`src/core/ssf_pkg.sv`:
```
package ssf_pkg;
  localparam int        SSF_AW          = 4;
  localparam int        SSF_DW          = 16;
  // word registers, byte addresses
  localparam bit [3:0]  SSF_ADDR_DATA   = 4'h0;
  localparam bit [3:0]  SSF_ADDR_CTRL   = 4'h4;
  localparam bit [3:0]  SSF_ADDR_STAT   = 4'h8;
  localparam bit [3:0]  SSF_ADDR_IRQ    = 4'hc;
  // status bit positions
  localparam int        SSF_BSY_BIT     = 0;
  localparam int        SSF_RBF_BIT     = 1;
  localparam int        SSF_OVR_BIT     = 2;
  // control bit positions
  localparam int        SSF_EN_BIT      = 0;
  localparam int        SSF_MST_BIT     = 1;
  localparam int        SSF_W16_BIT     = 2;
  localparam int        SSF_EIO_BIT     = 4;
  localparam int        SSF_EIR_BIT     = 5;
  localparam int        SSF_EIW_BIT     = 6;
  localparam bit [15:0] SSF_CTRL_RST    = 16'h0000;
  localparam bit [15:0] SSF_CTRL_MASK   = 16'h0077;
  localparam bit [15:0] SSF_STAT_RST    = 16'h0000;
  localparam bit [2:0]  SSF_IRQ_RST     = 3'h0;
  localparam bit [4:0]  SSF_BITS8       = 5'h08;
  localparam bit [4:0]  SSF_BITS16      = 5'h10;
  localparam bit [7:0]  SSF_DIV_DEFAULT = 8'h04;

  typedef struct packed {
    logic            wr;
    logic            rd;
    logic [3:0]      addr;
    logic [15:0]     wdata;
  } ssf_bus_s;

  typedef struct packed {
    logic receive_overrun_flag;
    logic read_buffer_full_flag;
    logic shifter_busy_flag;
  } ssf_flags_s;
endpackage : ssf_pkg

```
`src/core/ssf_shifter.sv`:
```
`timescale 1ns/1ns
module ssf_shifter
  import ssf_pkg::*;
#(
  parameter int DW = 16
) (
  input  wire logic          clk_i,
  input  wire logic          rstn_i,
  input  wire logic          clr_i,
  input  wire logic          start_i,
  input  wire logic          sample_i,
  input  wire logic          shift_i,
  input  wire logic          sdi_i,
  input  wire logic [DW-1:0] tx_i,
  input  wire logic [4:0]    nbits_i,
  output logic      [DW-1:0] rx_o,
  output logic               sdo_o,
  output logic               active_o,
  output logic               done_o
);
  logic [DW-1:0] sh_q;
  logic [4:0]    cnt_q;
  logic          out_q;

  function automatic logic top_bit(input logic [DW-1:0] v, input logic [4:0] n);
    return (n == SSF_BITS8) ? v[7] : v[DW-1];
  endfunction : top_bit

  assign rx_o  = sh_q;
  // the output bit has its own flop and moves on the trailing edge,
  // so the far side never samples it in the instant that it changes
  assign sdo_o = out_q;

  // done_o pulses one cycle after the last sampling edge
  always_ff @(posedge clk_i or negedge rstn_i) begin
    if (!rstn_i) begin
      sh_q     <= '0;
      cnt_q    <= '0;
      out_q    <= 1'b0;
      active_o <= 1'b0;
      done_o   <= 1'b0;
    end else begin
      done_o <= 1'b0;
      if (clr_i) begin
        cnt_q    <= '0;
        active_o <= 1'b0;
      end else if (start_i && !active_o) begin
        sh_q     <= tx_i;
        cnt_q    <= '0;
        out_q    <= top_bit(tx_i, nbits_i);
        active_o <= 1'b1;
      end else if (active_o && sample_i) begin
        sh_q <= {sh_q[DW-2:0], sdi_i};
        if (cnt_q + 5'h01 == nbits_i) begin
          active_o <= 1'b0;
          done_o   <= 1'b1;
        end
        cnt_q <= cnt_q + 5'h01;
      end else if (active_o && shift_i) begin
        out_q <= top_bit(sh_q, nbits_i);
      end
    end
  end
endmodule : ssf_shifter

```
`src/core/ssf_sync.sv`:
```
`timescale 1ns/1ns
module ssf_sync
  import ssf_pkg::*;
#(
  parameter int W = 3
) (
  input  wire logic         clk_i,
  input  wire logic         rstn_i,
  input  wire logic [W-1:0] d_i,
  output logic      [W-1:0] q_o
);
  logic [W-1:0] meta_q;

  // meta_q feeds nothing but q_o
  always_ff @(posedge clk_i or negedge rstn_i) begin
    if (!rstn_i) begin
      meta_q <= '0;
      q_o    <= '0;
    end else begin
      meta_q <= d_i;
      q_o    <= meta_q;
    end
  end
endmodule : ssf_sync

```
`src/core/ssf_top.sv`:
```
// Chosen here: the address-and-strobe port and the register offsets.
`timescale 1ns/1ns
module ssf_top
  import ssf_pkg::*;
#(
  parameter int DW = SSF_DW
) (
  input  wire logic              clk_i,
  input  wire logic              rstn_i,
  input  wire logic [SSF_AW-1:0] addr_i,
  input  wire logic [DW-1:0]     wdata_i,
  input  wire logic              wr_i,
  input  wire logic              rd_i,
  output logic      [DW-1:0]     rdata_o,
  input  wire logic              shift_clock_pin_i,
  output logic                   shift_clock_pin_o,
  output logic                   shift_clock_pin_oe_o,
  input  wire logic              port_select_n_i,
  input  wire logic              sdi_i,
  output logic                   sdo_o,
  output logic                   sdo_oe_o,
  output logic                   irq_o
);
  ssf_bus_s   bus;
  ssf_flags_s flg_q;
  logic [15:0]   ctrl_q;
  logic [2:0]    ien_q;
  logic [2:0]    irq_st_q;
  logic [DW-1:0] txd_q;
  logic [DW-1:0] rbuf_q;
  logic          pend_q;
  logic [DW-1:0] pend_data_q;
  logic          sel_prev_q;
  logic [7:0]    div_q;
  logic          sck_q;
  logic          sck_prev_q;
  logic [2:0]    pins_s;
  logic          sck_s;
  logic          sel_s;
  logic          sdi_s;
  logic          en;
  logic          mst;
  logic          slv_lead;
  logic          slv_trail;
  logic          m_lead;
  logic          m_trail;
  logic          sh_active;
  logic          sh_done;
  logic [DW-1:0] sh_rx;
  logic          sh_sdo;
  logic          wr_data;
  logic          rd_data;
  logic          wr_stat;
  logic          start_xfer;
  logic [4:0]    nbits;
  logic [DW-1:0] rx_word;
  logic          bsy_fall;
  logic          rbf_rise;
  logic          ovr_rise;
  logic          slv_sel_rise;
  logic          slv_cut;
  logic          word_direct;
  logic          word_park;
  logic          pend_pop;
  logic          bsy_set;
  logic          bsy_clr;
  logic          rbf_set;
  logic          rbf_clr;
  logic          ovr_set;
  logic          ovr_clr;

  function automatic logic hit(input logic [3:0] a, input logic [3:0] r);
    return a == r;
  endfunction : hit

  assign bus     = '{wr: wr_i, rd: rd_i, addr: addr_i, wdata: wdata_i};
  assign en      = ctrl_q[SSF_EN_BIT];
  assign mst     = ctrl_q[SSF_MST_BIT];
  assign nbits   = ctrl_q[SSF_W16_BIT] ? SSF_BITS16 : SSF_BITS8;
  assign wr_data = bus.wr && hit(bus.addr, SSF_ADDR_DATA);
  assign rd_data = bus.rd && hit(bus.addr, SSF_ADDR_DATA);
  assign wr_stat = bus.wr && hit(bus.addr, SSF_ADDR_STAT);
  assign rx_word = ctrl_q[SSF_W16_BIT] ? sh_rx : {{(DW-8){1'b0}}, sh_rx[7:0]};

  // pins come from another domain: two flops before any use
  // select is inverted ahead of the flops so that their reset value reads as not selected
  ssf_sync #(.W(3)) u_sync (
    .clk_i  (clk_i),
    .rstn_i (rstn_i),
    .d_i    ({shift_clock_pin_i, ~port_select_n_i, sdi_i}),
    .q_o    (pins_s)
  );
  assign sck_s = pins_s[2];
  assign sel_s = pins_s[1];
  assign sdi_s = pins_s[0];

  // slave samples on the rising edge, shifts out on the falling edge
  assign slv_lead  = en && !mst && sel_s && sck_s && !sck_prev_q;
  assign slv_trail = en && !mst && sel_s && !sck_s && sck_prev_q;
  // the slave loads its word as select goes active, so its first bit is out before the first clock
  assign slv_sel_rise = en && !mst && sel_s && !sel_prev_q;
  assign slv_cut      = !mst && !sel_s;

  always_ff @(posedge clk_i or negedge rstn_i) begin
    if (!rstn_i) begin
      sck_prev_q <= 1'b0;
    end else begin
      sck_prev_q <= sck_s;
    end
  end

  // master clock divider; a fixed ratio keeps the demo small
  always_ff @(posedge clk_i or negedge rstn_i) begin
    if (!rstn_i) begin
      div_q <= '0;
      sck_q <= 1'b0;
    end else if (!en || !mst || !sh_active) begin
      div_q <= '0;
      sck_q <= 1'b0;
    end else if (div_q == SSF_DIV_DEFAULT) begin
      div_q <= '0;
      sck_q <= ~sck_q;
    end else begin
      div_q <= div_q + 8'h01;
    end
  end
  assign m_lead  = en && mst && sh_active && (div_q == SSF_DIV_DEFAULT) && !sck_q;
  assign m_trail = en && mst && sh_active && (div_q == SSF_DIV_DEFAULT) && sck_q;

  // a transfer starts on a data write (master) or on select going active (slave)
  assign start_xfer = en && !sh_active &&
                      ((mst && wr_data) || slv_sel_rise);

  always_ff @(posedge clk_i or negedge rstn_i) begin
    if (!rstn_i) begin
      sel_prev_q <= 1'b0;
    end else begin
      sel_prev_q <= sel_s;
    end
  end

  ssf_shifter #(.DW(DW)) u_shift (
    .clk_i    (clk_i),
    .rstn_i   (rstn_i),
    .clr_i    (!en || slv_cut),
    .start_i  (start_xfer),
    .sample_i (mst ? m_lead : slv_lead),
    .shift_i  (mst ? m_trail : slv_trail),
    .sdi_i    (sdi_s),
    .tx_i     (wr_data ? bus.wdata : txd_q),
    .nbits_i  (nbits),
    .rx_o     (sh_rx),
    .sdo_o    (sh_sdo),
    .active_o (sh_active),
    .done_o   (sh_done)
  );

  // a deselect ends a cut slave frame; the serial output is the shifter's own flop
  assign sdo_o = sh_sdo;

  always_ff @(posedge clk_i or negedge rstn_i) begin
    if (!rstn_i) begin
      shift_clock_pin_o    <= 1'b0;
      shift_clock_pin_oe_o <= 1'b0;
      sdo_oe_o             <= 1'b0;
    end else begin
      shift_clock_pin_o    <= sck_q;
      shift_clock_pin_oe_o <= en && mst;
      sdo_oe_o             <= en && (mst || sel_s);
    end
  end

  // control and transmit data registers; the interrupt enables are control bits
  always_ff @(posedge clk_i or negedge rstn_i) begin
    if (!rstn_i) begin
      ctrl_q <= SSF_CTRL_RST;
      txd_q  <= '0;
    end else begin
      if (bus.wr && hit(bus.addr, SSF_ADDR_CTRL)) begin
        ctrl_q <= bus.wdata & SSF_CTRL_MASK;
      end
      if (wr_data) begin
        txd_q <= bus.wdata;
      end
    end
  end

  // a finished word goes straight to the buffer when it is empty or being read out now with no word waiting
  assign word_direct = sh_done && (!flg_q.read_buffer_full_flag || (rd_data && !pend_q));
  // otherwise it waits behind the unread buffer; a pop and a new word in one cycle keep both
  assign word_park   = sh_done && !word_direct;
  assign pend_pop    = rd_data && pend_q;
  assign bsy_set     = wr_data || slv_lead;
  // a waiting word keeps busy up until software pops it, unless it parks in the same cycle as a pop
  assign bsy_clr     = word_direct || (pend_pop && !sh_active);
  assign rbf_set     = word_direct;
  assign rbf_clr     = rd_data && !pend_q;
  assign ovr_set     = mst && start_xfer && flg_q.read_buffer_full_flag && pend_q;
  assign ovr_clr     = wr_stat && bus.wdata[SSF_OVR_BIT];

  // read buffer and waiting word
  always_ff @(posedge clk_i or negedge rstn_i) begin
    if (!rstn_i) begin
      rbuf_q      <= '0;
      pend_q      <= 1'b0;
      pend_data_q <= '0;
    end else if (!en) begin
      pend_q <= 1'b0;
    end else begin
      if (word_direct) begin
        rbuf_q <= rx_word;
      end else if (pend_pop) begin
        rbuf_q <= pend_data_q;
      end
      if (word_park) begin
        pend_q      <= 1'b1;
        pend_data_q <= rx_word;
      end else if (pend_pop) begin
        pend_q <= 1'b0;
      end
    end
  end

  // status flags; sets win over clears, a disable clears all three, all clocked
  always_ff @(posedge clk_i or negedge rstn_i) begin
    if (!rstn_i) begin
      flg_q <= '0;
    end else if (!en) begin
      flg_q <= '0;
    end else begin
      if (bsy_set) begin
        flg_q.shifter_busy_flag <= 1'b1;
      end else if (bsy_clr) begin
        flg_q.shifter_busy_flag <= 1'b0;
      end
      if (rbf_set) begin
        flg_q.read_buffer_full_flag <= 1'b1;
      end else if (rbf_clr) begin
        flg_q.read_buffer_full_flag <= 1'b0;
      end
      if (ovr_set) begin
        flg_q.receive_overrun_flag <= 1'b1;
      end else if (ovr_clr) begin
        flg_q.receive_overrun_flag <= 1'b0;
      end
    end
  end

  // interrupt: sticky events, write one to clear, gated by enables
  logic [2:0] flg_prev_q;
  always_ff @(posedge clk_i or negedge rstn_i) begin
    if (!rstn_i) begin
      flg_prev_q <= '0;
    end else begin
      flg_prev_q <= flg_q;
    end
  end
  assign bsy_fall = flg_prev_q[SSF_BSY_BIT] && !flg_q.shifter_busy_flag;
  assign rbf_rise = !flg_prev_q[SSF_RBF_BIT] && flg_q.read_buffer_full_flag;
  assign ovr_rise = !flg_prev_q[SSF_OVR_BIT] && flg_q.receive_overrun_flag;

  always_ff @(posedge clk_i or negedge rstn_i) begin
    if (!rstn_i) begin
      irq_st_q <= SSF_IRQ_RST;
    end else begin
      for (int i = 0; i < 3; i++) begin
        if ((i == SSF_BSY_BIT && bsy_fall) || (i == SSF_RBF_BIT && rbf_rise) ||
            (i == SSF_OVR_BIT && ovr_rise)) begin
          irq_st_q[i] <= 1'b1;
        end else if (bus.wr && hit(bus.addr, SSF_ADDR_IRQ) && bus.wdata[i]) begin
          irq_st_q[i] <= 1'b0;
        end
      end
    end
  end
  assign ien_q = {ctrl_q[SSF_EIO_BIT], ctrl_q[SSF_EIR_BIT], ctrl_q[SSF_EIW_BIT]};
  assign irq_o = |(irq_st_q & ien_q);

  // read data one cycle after the strobe; overrun never sets in slave mode
  always_ff @(posedge clk_i or negedge rstn_i) begin
    if (!rstn_i) begin
      rdata_o <= '0;
    end else if (bus.rd) begin
      unique case (bus.addr)
        SSF_ADDR_DATA: rdata_o <= rbuf_q;
        SSF_ADDR_CTRL: rdata_o <= ctrl_q;
        SSF_ADDR_STAT: rdata_o <= {{(DW-3){1'b0}}, flg_q};
        SSF_ADDR_IRQ:  rdata_o <= {{(DW-3){1'b0}}, irq_st_q};
        default:       rdata_o <= '0;
      endcase
    end else begin
      rdata_o <= '0;
    end
  end
endmodule : ssf_top

```
`config.mk`:
```
export PLATFORM = sky130hd
export DESIGN_NAME = ssf_top
export DESIGN_NICKNAME = d
export VERILOG_FILES = /design/src/core/ssf_pkg.sv /design/src/core/ssf_shifter.sv /design/src/core/ssf_sync.sv /design/src/core/ssf_top.sv
export SDC_FILE = /design/constraint.sdc
export NUM_CORES = 1
export LEC_CHECK = 0
export BUFFER_PORTS_ARGS = -buffer_cell sky130_fd_sc_hd__buf_2
export CORE_MARGIN = 1
export CORE_UTILIZATION = 55
export CTS_BUF_LIST = sky130_fd_sc_hd__clkbuf_8
export CTS_CLUSTER_DIAMETER = 50
export DETAILED_ROUTE_END_ITERATION = 8
export MAX_ROUTING_LAYER = met4
export PLACE_DENSITY = 0.75
export SETUP_SLACK_MARGIN = 0.2
export SLEW_MARGIN = 20
export SYNTH_ARGS = -nofsm -noshare
export SYNTH_HDL_FRONTEND = slang
export SYNTH_SLANG_ARGS = --single-unit
```
`constraint.sdc`:
```
create_clock -name clk_i -period 4 [get_ports clk_i]
set_clock_uncertainty 0.05 [all_clocks]
set_input_delay 0.2 -clock clk_i [delete_from_list [all_inputs] [get_ports clk_i]]
set_output_delay 0.2 -clock clk_i [all_outputs]
set_load 0.005 [all_outputs]
```
==> results.txt <==
Synth Flop Type: dfrtp_1
average size of a mapped cell: 11.8 sq um
port bufs: 47
Int Power: 2.12 mW
Slew Viols, Final: 0
first-pass iteration count of the detailed router: 4
Routed Antenna Nets: 0
GP Congestion: 0.778
CTS Sinks: 124
final core occ: 0.669
Async S/R FF share, synth: 1.00
CP Max Fanout: 18
Crit path max-delay family: compound AO/OA/AOI/OAI gates
CP required: 4.26 ns
Fin Setup TNS: 0 ns
Worst EP arrival: 2.97 ns
fraction of layout cells with a size suffix above 1: 0.229
io pins: 48
Max-cap violations: 0
crit path cell chain: inv_1, ha_1, nor4b_1, nand3_1, o21ai_2, nor4b_2, a221o_1
worst hold slack: 0.0427 ns
Sw Share: 0.284
DRC: 0
EDFF count, synth: 0
Slew @ Worst Pin: 1.04 ns
1st-iter DRT viols: 150
die height: 100 um
clock share of power: 0.369
Clock Path Buffers: 2
effective utilization at floorplan: 0.571
Synth cell types: 52
RSZ-0062 raised after global routing: no
uppermost layer routed: met4
cts repair resizes: 0
GR Util All Layers: 0.243
Die Area: 0.0101 sq mm
vias in the first global route: 3591
Sw Pwr: 843 uW
H-tree levels: 4
sequential share of the synthesized area: 0.582
Hold Fails Final Rpt: 0
Std-Cell Rows: 35
total grt overflow: 0
period utilization: 0.676
Hold Crit Class: in -> reg
Post-Route WL: 10800 um
crit path time final: 2.70 ns
Clk Tree Root Cell: clkbuf_8
CTS Buf Count: 17
fmax: 370 MHz
Post-Syn Nets: 483
Reg clk slew, reported paths: 0.08 ns
DRT met1 WL: 5070 um
Layout area overhead: 17.2%
via count: 3669
Detailed Place HPWL: 7220 um
Mapped Cells: 452
Yosys reg bits: 124
global-route wire length before repair: 18000 um
peak supply drop: 0.301 mV
CP startpoint kind: flip-flop
worst setup path class: reg -> reg
ant diodes: 0
commonest non-fill, non-tap cells in the layout: 124 x dfrtp_1, 50 x nand2_1, 46 x buf_2
commonest non-fill, non-tap cell in the layout: dfrtp_1
Pwr Density: 475 mW/mm^2
Die W: 100 um
initial antenna violation count: 0
Clock Latency Late Sink: 0.44 ns
via/cell ratio: 5.54
NumNets Final: 551
WP buf/inv: 1
final setup violation count: 0
headroom to the max-slew limit: 0.307
routed wl met3: 403 um
hold_buf cts: 18
slowest CP cell: o21ai_2
Leak Pwr: 2.94 nW
Routed WL per cell: 16.3 um
CP Capture Type: flip-flop
sequential share of power: 0.522
largest net degree at the start of global routing: 52
CTS tree: yes
core footprint: 0.00933 sq mm
Post-Synthesis Cell Area: 0.00533 sq mm
Comb pwr share: 0.110
met2 WL post-DR: 5240 um
Post-CTS Setup Repair Bufs: 0
Syn. warnings: 0
CP peak stage delay: 0.87 ns
status: finished, final reports clean
## synth_stat cells (3+ instances only)
library cell  instances  area share
nand3_1               9      0.0085
ha_1                  4      0.0094
a22o_1                6      0.0099
nor3b_1               3      0.0042
mux2_2               28       0.059
and2_1                5      0.0059
dfrtp_1             124        0.58
a21oi_1              10      0.0094
buf_6                 4      0.0085
and3_1                5      0.0059
inv_1                21       0.015
nor2_1               22       0.015
nor4_1                8      0.0094
xnor2_1               7       0.012
xor2_1                4      0.0066
clkbuf_1             12      0.0085
mux2i_1              39       0.073
nand2_1              50       0.035
o21ai_0              35       0.033
o22a_1                3      0.0049
buf_2                 5      0.0047
nor3_1                4      0.0038
a221oi_1              7       0.012
## flip-flops by register name (all words and copies together), names as in the netlist, 3 cells and up
name           count
pend_data_q       16
rbuf_q            16
rdata_o           16
txd_q             16
u_shift.rx_o      16
div_q              8
ctrl_q             6
u_shift.cnt_q      5
flg_prev_q         3
flg_q              3
irq_st_q           3
u_sync.meta_q      3
u_sync.q_o         3
## worst min-delay path, delay by kind of cell
family        cells  cell delay [ns]
simple gates      2             0.19
buf+inv           1             0.10
## cells by family after synthesis
| kind of cell | after synthesis | share of synthesized area |
|---|---|---|
| AOI/OAI and AO/OA | 80 | 0.102 |
| xor gates and xnor gates | 11 | 0.0181 |
| adders and majority gates | 4 | 0.00939 |
| buffers and inverters | 43 | 0.0371 |
| DFF | 124 | 0.582 |
| muxes | 68 | 0.135 |
| and+or+nand+nor | 122 | 0.116 |
## path summary, 6_finish.rpt
| kind | startpoint | end | slack (ns) | cells after the start |
|---|---|---|---|---|
| worst max-delay path | div_q[0]$_DFF_PN0_ | u_shift.cnt_q[2]$_DFFE_PN0P_ | 1.30 | 7 |
| worst max register to register | div_q[0]$_DFF_PN0_ | u_shift.cnt_q[2]$_DFFE_PN0P_ | 1.30 | 7 |
| min in group asynchronous | rstn_i | irq_st_q[1]$_DFFE_PN0P_ | 0.19 | 2 |
| worst min register to register | u_sync.meta_q[2]$_DFF_PN0_ | u_sync.q_o[2]$_DFF_PN0_ | 0.30 | 0 |
| max in group asynchronous | rstn_i | u_shift.rx_o[11]$_DFFE_PN0P_ | 2.75 | 3 |
| worst min-delay path | rd_i | rdata_o[4]$_DFF_PN0_ | 0.04 | 3 |
## area by class of cell
| class | count | area (sq um) |
|---|---|---|
| tap | 129 | 161 |
| fill | 742 | 3080 |
| sequential | 124 | 3100 |
| inverter | 21 | 78.8 |
| timing repair buffer | 71 | 463 |
| multi-input combinational | 285 | 2040 |
| clock buffer | 17 | 234 |
| clock inverter | 15 | 165 |
## layer usage
layer  up-vias  GRT usage
met4         0     0.0825
li1       1726          -
met1      1847      0.325
met5         -          -
met3         7     0.0550
met2        89      0.370
## power by group through the flow
stage               Combinational [mW]  Clock (mW)  Sequential, mW
CTS                              0.329        1.11            1.54
global route                     0.370        1.16            1.57
finish                           0.325        1.09            1.55
detailed placement               0.315           0            1.57
global placement                 0.303           0            1.56
floorplan                        0.227           0            1.50
## through the flow
| stage | setup slack (ns) | cell area (sq um) | std cells | power (mW) |
|---|---|---|---|---|
| after floorplan | 2.05 | 5330 | 452 | 1.73 |
| after global placement | 1.40 | 5660 | 612 | 1.86 |
| after detailed placement | 1.32 | 5660 | 612 | 1.88 |
| after CTS | 1.27 | 6240 | 662 | 2.99 |
| after global routing | 1.09 | 6240 | 662 | 3.10 |
| final | 1.30 | 6240 | 662 | 2.96 |
Note: power is estimated with default switching activity, not from simulation.
